===== config.mk =====
export PLATFORM = sky130hd
export DESIGN_NAME = lsc_config_regs
export DESIGN_NICKNAME = d
export VERILOG_FILES = /design/src/rtl/lsc_lane_map.v /design/src/rtl/lsc_config_regs.v
export VERILOG_INCLUDE_DIRS = /design/src /design/src/rtl
export SDC_FILE = /design/constraint.sdc
export NUM_CORES = 1
export LEC_CHECK = 0
export ABC_AREA = 1
export BUFFER_PORTS_ARGS = -buffer_cell sky130_fd_sc_hd__buf_2
export CORE_UTILIZATION = 59
export DETAILED_ROUTE_END_ITERATION = 8
export GPL_TIMING_DRIVEN = 0
export PLACE_DENSITY = 0.79
export REMOVE_ABC_BUFFERS = 1
export SETUP_SLACK_MARGIN = 0.05
export SLEW_MARGIN = 20
export SYNTH_ARGS = -nofsm -noshare
export SYNTH_HDL_FRONTEND = slang
export SYNTH_HIERARCHICAL = 1
export SYNTH_SLANG_ARGS = --single-unit

===== constraint.sdc =====
create_clock -name clk -period 2.6 [get_ports clk]
set_clock_uncertainty 0.15 [all_clocks]
set_input_delay 0.26 -clock clk [delete_from_list [all_inputs] [get_ports clk]]
set_output_delay 0.26 -clock clk [all_outputs]
set_load 0.02 [all_outputs]

===== src/rtl/lsc_regs.vh =====
// register offsets, field positions and reset values of the analog config bank
// included by every design file of the bank; definitions only
`ifndef LSC_REGS_VH
`define LSC_REGS_VH

// ==========================================================
// register offsets on the serial control port
`define LSC_OFS_RX_SETTINGS   8'h10
`define LSC_OFS_TERM_AB       8'h11
`define LSC_OFS_TERM_CD       8'h12
`define LSC_OFS_EQ_AB         8'h13
`define LSC_OFS_EQ_CD         8'h14
`define LSC_OFS_TX_SETTINGS   8'h20

// ==========================================================
// reset values and the read value of unmapped offsets
`define LSC_RST_RX_SETTINGS   8'h01
`define LSC_RST_TERM          8'h00
`define LSC_RST_EQ            8'h00
`define LSC_RST_TX_SETTINGS   8'h03
`define LSC_RD_UNMAPPED       8'h00
`define LSC_RST_MASTER_EN     1'b1
`define LSC_RST_PREEMPH       2'h0
`define LSC_RST_OUT_TERM      1'b1
`define LSC_RST_OUT_CUR       1'b1

// ==========================================================
// field positions
`define LSC_BIT_MASTER_EN     0
`define LSC_BIT_OUT_CUR       0
`define LSC_BIT_OUT_TERM      1
`define LSC_FLD_PREEMPH_LO    2
`define LSC_FLD_PREEMPH_HI    3
`define LSC_RX_SETTINGS_MASK  8'h01
`define LSC_TX_SETTINGS_MASK  8'h0F

// ==========================================================
// serial port framing
`define LSC_BYTE_BITS         4'h8
`define LSC_SLAVE_ADDR        7'h48

`endif


===== src/rtl/lsc_lane_map.v =====
// per-lane mapping of termination and equalization bits onto source lanes
// assumes register values and master enable from the register bank, same clock
`timescale 1ns/1ps
`default_nettype none
`include "lsc_regs.vh"

module lsc_lane_map (
	// clock and reset
	input  wire       clk,
	input  wire       rst_n,
	// register contents
	input  wire [7:0] term_ab,
	input  wire [7:0] term_cd,
	input  wire [7:0] eq_ab,
	input  wire [7:0] eq_cd,
	input  wire       master_en,
	// per-source lane controls, index = lane number
	output reg  [3:0] term_a,
	output reg  [3:0] term_b,
	output reg  [3:0] term_c,
	output reg  [3:0] term_d,
	output reg  [3:0] eq_a,
	output reg  [3:0] eq_b,
	output reg  [3:0] eq_c,
	output reg  [3:0] eq_d
);

	// ==========================================================
	// one flop per lane control
	genvar i;
	generate
		for (i = 0; i < 4; i = i + 1) begin : g_lane
			always @(posedge clk or negedge rst_n) begin
				if (!rst_n) begin
					term_a[i] <= 1'b0;
					term_b[i] <= 1'b0;
					term_c[i] <= 1'b0;
					term_d[i] <= 1'b0;
					eq_a[i]   <= 1'b0;
					eq_b[i]   <= 1'b0;
					eq_c[i]   <= 1'b0;
					eq_d[i]   <= 1'b0;
				end else begin
					// open unless master enable set; 1 connects the lane
					term_b[i] <= master_en & term_ab[i];
					term_a[i] <= master_en & term_ab[4 + i];
					term_c[i] <= master_en & term_cd[3 - i];
					term_d[i] <= master_en & term_cd[7 - i];
					// 1 selects high equalization
					eq_b[i]   <= eq_ab[i];
					eq_a[i]   <= eq_ab[4 + i];
					eq_c[i]   <= eq_cd[3 - i];
					eq_d[i]   <= eq_cd[7 - i];
				end
			end
		end
	endgenerate

endmodule
`default_nettype wire


===== src/rtl/lsc_config_regs.v =====
// analog configuration register bank behind a two-wire serial slave port
// assumes scl/sda inputs synchronous to clk and sampled slower than clk
`timescale 1ns/1ps
`default_nettype none
`include "lsc_regs.vh"

module lsc_config_regs #(
	parameter [6:0] SLAVE_ADDR = `LSC_SLAVE_ADDR  // arbitrary default
) (
	// clock and reset
	input  wire       clk,
	input  wire       rst_n,
	// serial control port
	input  wire       scl,
	input  wire       sda_in,
	output reg        sda_out,
	output reg        sda_oe,
	// input lane controls
	output wire [3:0] lane_input_term_connect_a,
	output wire [3:0] lane_input_term_connect_b,
	output wire [3:0] lane_input_term_connect_c,
	output wire [3:0] lane_input_term_connect_d,
	output wire [3:0] lane_input_eq_high_a,
	output wire [3:0] lane_input_eq_high_b,
	output wire [3:0] lane_input_eq_high_c,
	output wire [3:0] lane_input_eq_high_d,
	// output stage controls and input termination master enable
	output reg  [1:0] output_preemph_level,
	output reg        output_term_on,
	output reg        output_current_high,
	output reg        input_term_master_enable
);

	// ==========================================================
	// states
	localparam [3:0] ST_IDLE  = 4'h0;
	localparam [3:0] ST_ADDR  = 4'h1;
	localparam [3:0] ST_AACK  = 4'h2;
	localparam [3:0] ST_PTR   = 4'h3;
	localparam [3:0] ST_WACK  = 4'h4;
	localparam [3:0] ST_WDATA = 4'h5;
	localparam [3:0] ST_RDATA = 4'h6;
	localparam [3:0] ST_MACK  = 4'h7;

	// ==========================================================
	// registers
	reg  [7:0] input_term_select_ab;
	reg  [7:0] input_term_select_cd;
	reg  [7:0] input_eq_select_ab;
	reg  [7:0] input_eq_select_cd;
	reg  [3:0] state;
	reg  [3:0] bit_cnt;
	reg  [7:0] shift;
	reg  [7:0] tx;
	reg  [7:0] ptr;
	reg        rw;
	reg        ack_ok;
	reg        scl_q;
	reg        sda_q;
	reg  [7:0] rd_byte;
	wire       scl_rise;
	wire       scl_fall;
	wire       bus_start;
	wire       bus_stop;
	wire [7:0] shift_in;
	wire [7:0] ptr_inc;

	assign scl_rise  = scl & ~scl_q;
	assign scl_fall  = ~scl & scl_q;
	assign bus_start = scl & scl_q & sda_q & ~sda_in;
	assign bus_stop  = scl & scl_q & ~sda_q & sda_in;
	assign shift_in  = {shift[6:0], sda_in};
	assign ptr_inc   = ptr + 8'h01;

	// ==========================================================
	// read mux, registers return stored value
	always @* begin
		case (ptr)
			`LSC_OFS_RX_SETTINGS: rd_byte = {7'h00, input_term_master_enable};
			`LSC_OFS_TERM_AB:     rd_byte = input_term_select_ab;
			`LSC_OFS_TERM_CD:     rd_byte = input_term_select_cd;
			`LSC_OFS_EQ_AB:       rd_byte = input_eq_select_ab;
			`LSC_OFS_EQ_CD:       rd_byte = input_eq_select_cd;
			`LSC_OFS_TX_SETTINGS: rd_byte = {4'h0, output_preemph_level,
				output_term_on, output_current_high};
			default:              rd_byte = `LSC_RD_UNMAPPED;
		endcase
	end

	// ==========================================================
	// serial slave and register writes
	always @(posedge clk or negedge rst_n) begin
		if (!rst_n) begin
			scl_q                    <= 1'b1;
			sda_q                    <= 1'b1;
			sda_out                  <= 1'b0;
			sda_oe                   <= 1'b0;
			state                    <= ST_IDLE;
			bit_cnt                  <= 4'h0;
			shift                    <= 8'h00;
			tx                       <= 8'h00;
			ptr                      <= 8'h00;
			rw                       <= 1'b0;
			ack_ok                   <= 1'b0;
			input_term_master_enable <= `LSC_RST_MASTER_EN;
			input_term_select_ab     <= `LSC_RST_TERM;
			input_term_select_cd     <= `LSC_RST_TERM;
			input_eq_select_ab       <= `LSC_RST_EQ;
			input_eq_select_cd       <= `LSC_RST_EQ;
			output_preemph_level     <= `LSC_RST_PREEMPH;
			output_term_on           <= `LSC_RST_OUT_TERM;
			output_current_high      <= `LSC_RST_OUT_CUR;
		end else begin
			scl_q   <= scl;
			sda_q   <= sda_in;
			sda_out <= 1'b0;
			if (bus_start) begin
				state   <= ST_ADDR;
				bit_cnt <= 4'h0;
				sda_oe  <= 1'b0;
			end else if (bus_stop) begin
				state  <= ST_IDLE;
				sda_oe <= 1'b0;
			end else begin
				case (state)
					ST_IDLE: begin
						sda_oe <= 1'b0;
					end
					ST_ADDR, ST_PTR, ST_WDATA: begin
						if (scl_rise) begin
							shift   <= shift_in;
							bit_cnt <= bit_cnt + 4'h1;
						end else if (scl_fall && bit_cnt == `LSC_BYTE_BITS) begin
							if (state == ST_ADDR) begin
								if (shift[7:1] == SLAVE_ADDR) begin
									rw     <= shift[0];
									sda_oe <= 1'b1;
									state  <= ST_AACK;
								end else begin
									state <= ST_IDLE;
								end
							end else begin
								sda_oe <= 1'b1;
								state  <= ST_WACK;
								if (state == ST_PTR) begin
									ptr <= shift;
								end else begin
									ptr <= ptr_inc;
									case (ptr)
										`LSC_OFS_RX_SETTINGS:
											input_term_master_enable <=
												shift[`LSC_BIT_MASTER_EN];
										`LSC_OFS_TERM_AB: input_term_select_ab <= shift;
										`LSC_OFS_TERM_CD: input_term_select_cd <= shift;
										`LSC_OFS_EQ_AB:   input_eq_select_ab   <= shift;
										`LSC_OFS_EQ_CD:   input_eq_select_cd   <= shift;
										`LSC_OFS_TX_SETTINGS: begin
											output_preemph_level <=
												shift[`LSC_FLD_PREEMPH_HI:`LSC_FLD_PREEMPH_LO];
											output_term_on       <= shift[`LSC_BIT_OUT_TERM];
											output_current_high  <= shift[`LSC_BIT_OUT_CUR];
										end
										default: begin
										end
									endcase
								end
							end
						end
					end
					ST_AACK: begin
						if (scl_fall) begin
							bit_cnt <= 4'h0;
							if (rw) begin
								tx     <= rd_byte;
								sda_oe <= ~rd_byte[7];
								state  <= ST_RDATA;
							end else begin
								sda_oe <= 1'b0;
								state  <= ST_PTR;
							end
						end
					end
					ST_WACK: begin
						if (scl_fall) begin
							sda_oe  <= 1'b0;
							bit_cnt <= 4'h0;
							state   <= ST_WDATA;
						end
					end
					ST_RDATA: begin
						if (scl_rise) begin
							bit_cnt <= bit_cnt + 4'h1;
						end else if (scl_fall) begin
							if (bit_cnt == `LSC_BYTE_BITS) begin
								sda_oe <= 1'b0;
								ptr    <= ptr_inc;
								state  <= ST_MACK;
							end else begin
								tx     <= {tx[6:0], 1'b0};
								sda_oe <= ~tx[6];
							end
						end
					end
					ST_MACK: begin
						if (scl_rise) begin
							ack_ok <= ~sda_in;
						end else if (scl_fall) begin
							bit_cnt <= 4'h0;
							if (ack_ok) begin
								tx     <= rd_byte;
								sda_oe <= ~rd_byte[7];
								state  <= ST_RDATA;
							end else begin
								state <= ST_IDLE;
							end
						end
					end
					default: begin
						state  <= ST_IDLE;
						sda_oe <= 1'b0;
					end
				endcase
			end
		end
	end

	// ==========================================================
	// lane mapping
	lsc_lane_map u_lane_map (
		.clk       (clk),
		.rst_n     (rst_n),
		.term_ab   (input_term_select_ab),
		.term_cd   (input_term_select_cd),
		.eq_ab     (input_eq_select_ab),
		.eq_cd     (input_eq_select_cd),
		.master_en (input_term_master_enable),
		.term_a    (lane_input_term_connect_a),
		.term_b    (lane_input_term_connect_b),
		.term_c    (lane_input_term_connect_c),
		.term_d    (lane_input_term_connect_d),
		.eq_a      (lane_input_eq_high_a),
		.eq_b      (lane_input_eq_high_b),
		.eq_c      (lane_input_eq_high_c),
		.eq_d      (lane_input_eq_high_d)
	);

endmodule
`default_nettype wire


Word level (Yosys, flattened, before mapping)
Cells that the tools add are included.
Storage, ports and cells
  bits in registers: 105
  bits in latches: 0
  RAM bits: 0
  bits in read-only memories: 0
  bits of input ports: 4
  memories kept: 0
Operators by class
  add/subtract/negate cells: 2
  $mul: 0
  divide/modulo/power cells: 0
  order comparisons: 0
  eq/ne operators: 42
  shift operators: 0
  muxes and demuxes: 56
  bitwise gates (word level): 34
  reduce and logical (&&, ||, !) cells: 22
Operators by type and width (number)
  4-bit 2-to-1 mux: 17
  7-bit 2-to-1 mux: 8
  8-bit 2-to-1 mux: 7
  8-bit one-hot mux with 6 select lines: 1
  8-bit AND reduction: 6
  8-bit by 5-bit == test with 1-bit output (second input constant): 5
  4-bit inequality test (second input constant): 10
  2-bit inequality test (second input constant): 13
  4-bit one-hot mux with 6 select lines: 1
  1-bit AND: 23
  7-bit one-hot mux with 3 select lines: 1
  10-bit AND reduction: 2
  4-bit by 3-bit == test with 1-bit output (second input constant): 4
  8-bit one-hot mux with 2 select lines: 1
  1-bit 2-to-1 mux: 15
  4-bit one-hot mux with 3 select lines: 1
  4-bit AND reduction: 3
  1-bit inverter: 11
  11-bit AND reduction: 1
  9-bit AND reduction: 1
  8-bit by 1-bit adder with 8-bit output (second input constant): 1
  4-bit by 2-bit == test with 1-bit output (second input constant): 2
  8-bit by 6-bit == test with 1-bit output (second input constant): 1
  7-bit == test (second input constant): 1
  other kinds (18): 20

Logic depth before layout (Yosys ltp)
Gate-level depths: netlist of the first run.
  depth in word-level cells: 9
  depth in mapped cells: 12

Hierarchy
Netlist of the first run, hierarchy kept.
Modules (own cells, without submodules)
  lsc_config_regs: times used 1, cells each 517, area each 3816.2 µm², sequential area each 1808.0 µm²
  lsc_lane_map: times used 1, cells each 66, area each 964.7 µm², sequential area each 800.8 µm²

Worst setup path before layout of the first run
OpenSTA, ideal clock, no wires.
  path type: reg-to-reg
  start point: register bit_cnt[0]
  end point: register input_term_select_ab[0]
  library setup time: 0.128 ns
  arrival time: 1.690 ns
  required time: 2.322 ns
  path slack: 0.632 ns
  stages on the path, launching flop included: 11
  cell sequence: dfrtp_1 -> inv_1 -> ha_1 -> nand2_1 -> nor2_1 -> nand2_1 -> nor4_4 -> nand3_1 -> buf_2 -> nand2_1 -> o21ai_0
On the way
  cells in the longest elaborated chain, start to end: 3
Ends and longest elaborated chain
  start, declared: RTL line lsc_config_regs.v:52  | reg [3:0] bit_cnt;
  start signal, assigned: RTL line lsc_config_regs.v:132  | bit_cnt <= bit_cnt + 4'h1;
  start signal, assigned: RTL line lsc_config_regs.v:192  | bit_cnt <= bit_cnt + 4'h1;
  4-bit == test (no source line)
  1-bit logical AND (no source line)
  8-bit AND reduction (no source line)
  end signal, assigned: RTL line lsc_config_regs.v:106  | input_term_select_ab <= `LSC_RST_TERM;
  end signal, assigned: RTL line lsc_config_regs.v:153  | `LSC_OFS_TERM_AB: input_term_select_ab <= shift;
  end, declared: RTL line lsc_config_regs.v:47  | reg [7:0] input_term_select_ab;
No other way between the ends.
A chain may end at the register's enable or synchronous reset.

Worst setup path after layout of the first run
  start point: register bit_cnt[0]
  end point: register input_term_select_cd[5]
On the way
  cells in the longest elaborated chain, start to end: 3
Ends and longest elaborated chain
  4-bit == test (no source line)
  1-bit logical AND (no source line)
  8-bit AND reduction (no source line)
  end signal, assigned: RTL line lsc_config_regs.v:107  | input_term_select_cd <= `LSC_RST_TERM;
  end signal, assigned: RTL line lsc_config_regs.v:154  | `LSC_OFS_TERM_CD: input_term_select_cd <= shift;
  end, declared: RTL line lsc_config_regs.v:48  | reg [7:0] input_term_select_cd;
No other way between the ends.

==> results of run 1 <==
worst max-delay path, cell delays in order (launching register included):
cell	delay [ns]
dfrtp_1	0.44
inv_1	0.09
ha_1	0.18
nand2_1	0.06
nor2_1	0.15
nand2_1	0.18
nor4_4	0.30
buf_4	0.22
nand3_2	0.29
nand2_1	0.16
o21ai_0	0.09
final cells by class:
type	count	share of cell area [%]
Clock buffer	10	2.57
Clock inverter	6	0.959
Inverter	71	4.98
Multi-Input combinational cell	393	34.8
Sequential cell	104	48.8
Tap cell	102	2.39
Timing Repair Buffer	47	5.45
worst max-delay path by stage:
stage | startpoint | end | cells past startpoint
2_1_floorplan | ptr[5]$_DFFE_PN0P_ | input_eq_select_cd[0]$_DFFE_PN0P_ | 5
3_3_place_gp | ptr[5]$_DFFE_PN0P_ | input_eq_select_cd[5]$_DFFE_PN0P_ | 5
3_5_place_dp | ptr[0]$_DFFE_PN0P_ | input_eq_select_cd[6]$_DFFE_PN0P_ | 6
4_1_cts | bit_cnt[0]$_DFFE_PN0P_ | input_term_select_cd[7]$_DFFE_PN0P_ | 8
5_1_grt | bit_cnt[0]$_DFFE_PN0P_ | output_preemph_level[1]$_DFFE_PN0P_ | 9
6_report | bit_cnt[0]$_DFFE_PN0P_ | input_term_select_cd[5]$_DFFE_PN0P_ | 10
layer usage:
metal,wire (um),vias to the layer above,GRT usage (%)
met3,768,33,5.47
met1,4830,1937,39.5
met5,0,-,0
met4,356,0,12.0
met2,5120,194,44.7
li1,-,1945,-
metrics by stage:
| step | cell area (um^2) | total power [W] | instances |
|---|---|---|---|
| finish | 5350 | 0.00390 | 733 |
| global route | 5350 | 0.00413 | 733 |
| CTS | 5300 | 0.00385 | 732 |
| detailed placement | 5070 | 0.00289 | 713 |
| global placement | 5010 | 0.00282 | 711 |
| floorplan | 4680 | 0.00253 | 568 |
layout by cell type (no fill, tap or decap), types with 5 or more instances in the layout:
master    count
a21oi_1       6
buf_2        40
clkbuf_8     10
dfrtp_1      98
dfstp_2       5
ha_1          6
inv_1        70
nand2_1     160
nand2_2       8
nand3_1      55
nand4_1       5
nor2_1       51
nor3_1        5
o21ai_0      74
power groups by stage:
stage / combinational, W / sequential, W / clock (W)
after global placement: 0.000905 / 0.00191 / 0
after global routing: 0.00117 / 0.00192 / 0.00104
after detailed placement: 0.000967 / 0.00192 / 0
final: 0.00103 / 0.00190 / 0.000966
after floorplan: 0.000643 / 0.00188 / 0
after CTS: 0.000983 / 0.00189 / 0.000976
sequential cells by signal (all words and copies together) (netlist names), 7 cells and up:
signal,count
input_eq_select_ab,8
input_eq_select_cd,8
input_term_select_ab,8
input_term_select_cd,8
ptr,8
shift,8
tx,7
what timing repair did:
item	CTS	global route
cloned	0	0
pin swaps	0	1
gates resized for setup	2	13
endpoints found under the hold margin	48	0
endpoints found under the setup margin	16	48
hold buffers	3	0
setup buffers	0	1
cell families after synthesis:
kind of cell / after synthesis / synth area share (%)
AND/OR/NAND/NOR: 294 / 25.9
XOR/XNOR: 3 / 0.550
buffers and inverters: 86 / 7.64
adder cells (fa/ha/maj): 6 / 1.57
AO/OA/AOI/OAI: 89 / 9.74
flip-flops: 104 / 54.6
other: 1 / 0.0784
==> metrics.md, run 1 <==
| Metric | Value |
|---|---|
| Design internal power | `0.00240 W` |
| Fin nets | `around 640` |
| Max Cap Viol | `0` |
| Number of port buffers | `slightly above 40` |
| Reg2reg end | `input_term_select_cd[5]$_DFFE_PN0P_` |
| Ys flop type | `dfrtp_1` |
| Area contributors post-synth | `dfrtp_1, nand2_1, o21ai_0, nand3_1, inv_1` |
| CTS tree | `done` |
| Top-area cell type share of the netlist area | `51.8%` |
| Top-count cell post-synth | `nand2_1` |
| Synth Register Bits | `104` |
| Critical path class | `flop to flop` |
| FF-to-FF Start | `bit_cnt[0]$_DFFE_PN0P_` |
| Ys async rst share | `100%` |
| DRT iter0 DRCs | `316` |
| Synth cell types | `28` |
| Clk network pwr share | `24.8%` |
| Worst slew margin | `39.1%` |
| Min-Delay Path Class | `input pin to async pin` |
| R2R depth | `10` |
| Area leader, netlist | `dfrtp_1` |
| Final period util | `93.4%` |
| Cell Rows | `32` |
| Peak supply drop | `0.000393 V` |
| EDFF count, synth | `0` |
| I/O pins | `43` |
| LEAKAGE | `2.89 nW` |
| Sw Ratio | `38.4%` |
| TritonCTS Buffers | `9` |
| Clock Latency Late Sink | `0.37 ns` |
| Critical Path Fanout Max | `16` |
| Util after Layout | `68.8%` |
| Width of the die | `92.0 um` |
| CP arrival | `between 2 and 3 ns` |
| Fill cell count | `650` |
| CTS Buffer Depth | `2` |
| Final HPWL DP | `7.72 mm` |
| Mapped Cells | `583` |
| RSZ-0062 raised after global routing | `yes` |
| Combinational power share | `26.4%` |
| Final setup TNS | `0 ns` |
| Pre-CTS setup slack | `-0.136 ns` |
| Final Hold Viols | `0` |
| H-tree depth reported by CTS | `3` |
| Core Footprint | `between 7000 and 8000 um^2` |
| DRC | `0` |
| Total GRT Usage | `28.6%` |
| WL per Instance | `approximately 15 um` |
| Share of layout cells above drive strength 1 | `13.5%` |
| Largest net degree at the start of global routing | `between 50 and 60` |
| Ant diodes | `0` |
| Initial antenna violation count | `0` |
| Via density | `5.61` |
| Mapped cell area | `4780 um^2` |
| Remaining Overflow, GRT | `0` |
| Outcome | `finished, final reports clean` |
| Sw Pwr | `approximately 0.0015 W` |
| Startpoint type of the worst setup path | `flop` |
| WHS | `0.231 ns` |
| Starting Density | `around three fifths` |
| Worst-Margin Slew | `0.910 ns` |
| Final slew viol count | `0` |
| Router iterations before antenna repair | `7` |
| Post-route ant nets | `0` |
| Final setup fails | `0` |
| Final wirelength | `11.1 mm` |
| Seq/Total Area, Yosys | `54.6%` |
| Sequential power share | `roughly half` |
| Synthesized area per cell | `about 8 um^2` |
| Sequential Area | `around 2600 um^2` |
| Sink Count | `104` |
| GPL Wtd Cong | `0.907` |
| Die height | `92.0 um` |
| Synth Warn # | `6` |
| Max frequency | `412 MHz` |
| Most frequent cells after synthesis | `nand2_1, dfrtp_1, o21ai_0` |
| Area growth syn-to-layout | `11.9%` |
| Vias in the first global route | `between 3000 and 4000` |
| First-pass GRT wire length | `18.7 mm` |
| Total Die Area | `roughly 8500 um^2` |
| Critical Path RT | `2.70 ns` |
| Reg clk slew, reported paths | `about 0.11 ns` |
| Worst R2R Setup Slack | `0.17 ns` |
| DR vias | `a little over 4000` |
| Critical Path End Type | `flop` |
| Root Buffer | `clkbuf_8` |
| Multi-input gate area | `1860 um^2` |
| Worst setup margin | `0.173 ns` |
| Power Density | `~730 nW/um^2` |
| Tmin final | `2.43 ns` |
Power figures use the tool's default switching activity.
==> run 2: changes to the inputs <==
--- a/config.mk
+++ b/config.mk
@@ -6,7 +6,7 @@
 export SDC_FILE = /design/constraint.sdc
 export NUM_CORES = 1
 export LEC_CHECK = 0
-export ABC_AREA = 1
+export ABC_AREA = 0
 export BUFFER_PORTS_ARGS = -buffer_cell sky130_fd_sc_hd__buf_2
 export CORE_UTILIZATION = 59
 export DETAILED_ROUTE_END_ITERATION = 8
==> run 2 against run 1 <==
Die area shrank 2.0%; synthesized cell count shrank 32%; fmax shrank 3.0%; critical path depth shrank 4; largest power group unchanged.
==> metrics.md, run 2 <==
| Metric | Value |
|---|---|
| Ys async rst share | `100% (unchanged)` |
| Util after Layout | `68.8% (-0.080 points)` |
| WL per Instance | `18.4 um (+22%)` |
| Mapped Cells | `397 (-32%)` |
| Die height | `91.1 um (-1.0%)` |
| DR vias | `3346 (-19%)` |
| DRT iter0 DRCs | `278 (-12%)` |
| Synth cell types | `60 (+110%)` |
| FF-to-FF Start | `ptr[2]$_DFFE_PN0P_` |
| Total GRT Usage | `25.5% (-3.1 points)` |
| Combinational power share | `4.1% (-22 points)` |
| Sw Ratio | `24.7% (-14 points)` |
| Sink Count | `104 (unchanged)` |
| Vias in the first global route | `3267 (-16%)` |
| Width of the die | `91.1 um (-1.0%)` |
| Tmin final | `2.50 ns (+0.0746 ns)` |
| DP Area | `4960 um^2 (-2.1%)` |
| Total Die Area | `8290 um^2 (-2.0%)` |
| Design internal power | `0.00210 W (-13%)` |
| EDFF count, synth | `0 (unchanged)` |
| Area growth syn-to-layout | `12.9%` |
| Post-route ant nets | `0 (unchanged)` |
| Largest net degree at the start of global routing | `70 (+21%)` |
| Starting Density | `60.9% (-0.66 points)` |
| Top-count cell post-synth | `dfrtp_1` |
| Area contributors post-synth | `dfrtp_1, mux2_2, dfstp_2, o21ai_0, nand3_1` |
| Most frequent cells after synthesis | `dfrtp_1, mux2_2, nand2_1` |
| Fin nets | `448 (-30%)` |
| Final setup fails | `0 (unchanged)` |
| Critical path class | `flop to flop` |
| Final period util | `96.2% (+2.9 points)` |
| First-pass GRT wire length | `16.3 mm (-13%)` |
| Max Cap Viol | `0 (unchanged)` |
| Worst-Margin Slew | `0.755 ns (-0.155 ns)` |
| Top-area cell type share of the netlist area | `52.9% (+1.1 points)` |
| Most common cell after layout, fill and taps aside | `dfrtp_1` |
| Initial antenna violation count | `0 (unchanged)` |
| Final wirelength | `10.0 mm (-9.5%)` |
| Core Footprint | `7690 um^2 (-1.0%)` |
| H-tree depth reported by CTS | `3 (unchanged)` |
| I/O pins | `43 (unchanged)` |
| Ys flop type | `dfrtp_1` |
| Final slew viol count | `0 (unchanged)` |
| Multi-input gate area | `2000 um^2 (+7.5%)` |
| Remaining Overflow, GRT | `0 (unchanged)` |
| Peak supply drop | `0.000464 V (+18%)` |
| Final setup TNS | `0 ns (unchanged)` |
| Sequential power share | `60.5% (+12 points)` |
| Critical Path End Type | `flop` |
| Commonest non-fill, non-tap cells in the layout | `dfrtp_1, mux2_2, buf_2, nand2_1, o21ai_0` |
| CTS Buffer Depth | `2 (unchanged)` |
| Sw Pwr | `0.000686 W (-54%)` |
| Critical Path Fanout Max | `8 (-8)` |
| Min-Delay Path Class | `input pin to async pin` |
| Startpoint type of the worst setup path | `flop` |
| Router iterations before antenna repair | `5 (-2)` |
| Clk network pwr share | `35.4% (+11 points)` |
| Synthesized area per cell | `11.8 um^2 (+44%)` |
| Clock Latency Late Sink | `0.37 ns (about the same)` |
| GPL Wtd Cong | `0.871 (-4.0%)` |
| Worst R2R Setup Slack | `0.1 ns (-0.07 ns)` |
| Power Density | `526 nW/um^2 (-28%)` |
| LEAKAGE | `2.59 nW (-10%)` |
| CTS tree | `done` |
| Max frequency | `400 MHz (-3.0%)` |
| Worst slew margin | `49.5% (+10 points)` |
| Synth Register Bits | `104 (unchanged)` |
| Final HPWL DP | `6.57 mm (-15%)` |
| Final Hold Viols | `0 (unchanged)` |
| Mapped cell area | `4680 um^2 (-2.1%)` |
| Fill cell count | `583 (-10%)` |
| WHS | `0.202 ns (-0.0288 ns)` |
| Root Buffer | `clkbuf_8` |
| CP arrival | `2.61 ns (+0.09 ns)` |
| Share of layout cells above drive strength 1 | `35.9% (+22 points)` |
| Reg clk slew, reported paths | `0.10 ns (about the same)` |
| Number of port buffers | `41 (unchanged)` |
| Sequential Area | `2620 um^2 (+0.19%)` |
| R2R depth | `6 (-4)` |
| Outcome | `finished, final reports clean` |
| Design area | `5290 um^2 (-1.1%)` |
| Placed cells | `521 (-27%)` |
| Area leader, netlist | `dfrtp_1` |
| Critical Path RT | `2.71 ns (about the same)` |
| Synth Warn # | `6 (unchanged)` |
| Reg2reg end | `input_term_select_ab[0]$_DFFE_PN0P_` |
| Ant diodes | `0 (unchanged)` |
| Via density | `6.14 (+9.5%)` |
| TritonCTS Buffers | `9 (unchanged)` |
| RSZ-0062 raised after global routing | `yes` |
| DRC | `0 (unchanged)` |
| Fin cells | `545 (-26%)` |
| Cell Rows | `32 (unchanged)` |
| Seq/Total Area, Yosys | `55.7% (+1.2 points)` |
-- run 2: cell count changes after synthesis, moves of 13 or more --
| cell | change |
|---|---|
| a21oi_1 | +13 |
| mux2_2 | +51 |
| nor2_1 | -45 |
| inv_1 | -61 |
| nand2_1 | -136 |
| o21ai_0 | -54 |
| nand3_1 | -38 |
-- run 2: cell families (layout without fill, tap and decap cells) --
group                      Yosys count  in the layout  share of synthesized area, %
and+or+nand+nor                    117            117                          14.6
DFF                                104            104                          55.7
AOI/OAI and AO/OA                   83             83                          11.9
muxes                               54             54                          12.9
buffers and inverters               30             76                          2.75
adders and majority gates            6              6                          1.60
xor gates and xnor gates             2              2                         0.374
other                                1              1                        0.0801
-- run 2: power groups by stage --
stage                     Combinational, W  Clock [W]  Sequential [W]
after global routing              0.000130    0.00107         0.00169
after detailed placement          0.000111          0         0.00171
after global placement           0.0000988          0         0.00171
final                             0.000115   0.000984         0.00168
after CTS                         0.000116    0.00100         0.00168
after floorplan                  0.0000490          0         0.00170
-- run 2: metrics by stage --
stage,setup WS (ns),total power [W]
global placement,-0.191,0.00181
floorplan,0.167,0.00174
detailed placement,-0.231,0.00182
CTS,0.0813,0.00280
finish,0.0981,0.00278
global route,0.0323,0.00288
-- run 2: how the worst max path moves through the flow --
| stage | cells after the start | endpoint | from |
|---|---|---|---|
| floorplan | 6 | output_preemph_level[0]$_DFFE_PN0P_ | ptr[0]$_DFFE_PN0P_ |
| global placement | 6 | input_eq_select_cd[0]$_DFFE_PN0P_ | ptr[0]$_DFFE_PN0P_ |
| detailed placement | 6 | output_preemph_level[0]$_DFFE_PN0P_ | ptr[0]$_DFFE_PN0P_ |
| CTS | 4 | tx[1]$_DFFE_PN0P_ | state[0]$_DFFE_PN0P_ |
| global route | 6 | input_term_select_cd[4]$_DFFE_PN0P_ | ptr[3]$_DFFE_PN0P_ |
| finish | 6 | input_term_select_ab[0]$_DFFE_PN0P_ | ptr[2]$_DFFE_PN0P_ |
-- run 2: final cells by class --
type / instances / area share (%)
Sequential cell: 104 / 49.5
Multi-Input combinational cell: 263 / 37.9
Timing Repair Buffer: 50 / 5.80
Clock buffer: 11 / 2.86
Tap cell: 102 / 2.41
Clock inverter: 5 / 0.852
Inverter: 10 / 0.710
-- run 2: timing repair --
item | in CTS | in global routing
hold buffers | 3 | 0
buffers inserted | 4 | 1
pin swaps | 2 | 1
resized for setup | 8 | 11
hold endpoints to repair | 37 | 0
endpoints found under the setup margin | 50 | 63
-- run 2: worst max-delay path, stage by stage, from the launching register on --
cell	delay (ns)
dfrtp_2	0.48
or4_4	0.58
or2_4	0.29
nor4_4	0.20
buf_4	0.19
nand2_2	0.17
mux2_2	0.33
-- run 2: routing by layer --
| metal | wire length, um | vias to the layer above | global-route usage [%] |
|---|---|---|---|
| li1 | - | 1526 | - |
| met1 | 4340 | 1685 | 35.4 |
| met2 | 5020 | 121 | 40.8 |
| met3 | 524 | 14 | 4.69 |
| met4 | 144 | 0 | 8.47 |
| met5 | 0 | - | 0 |
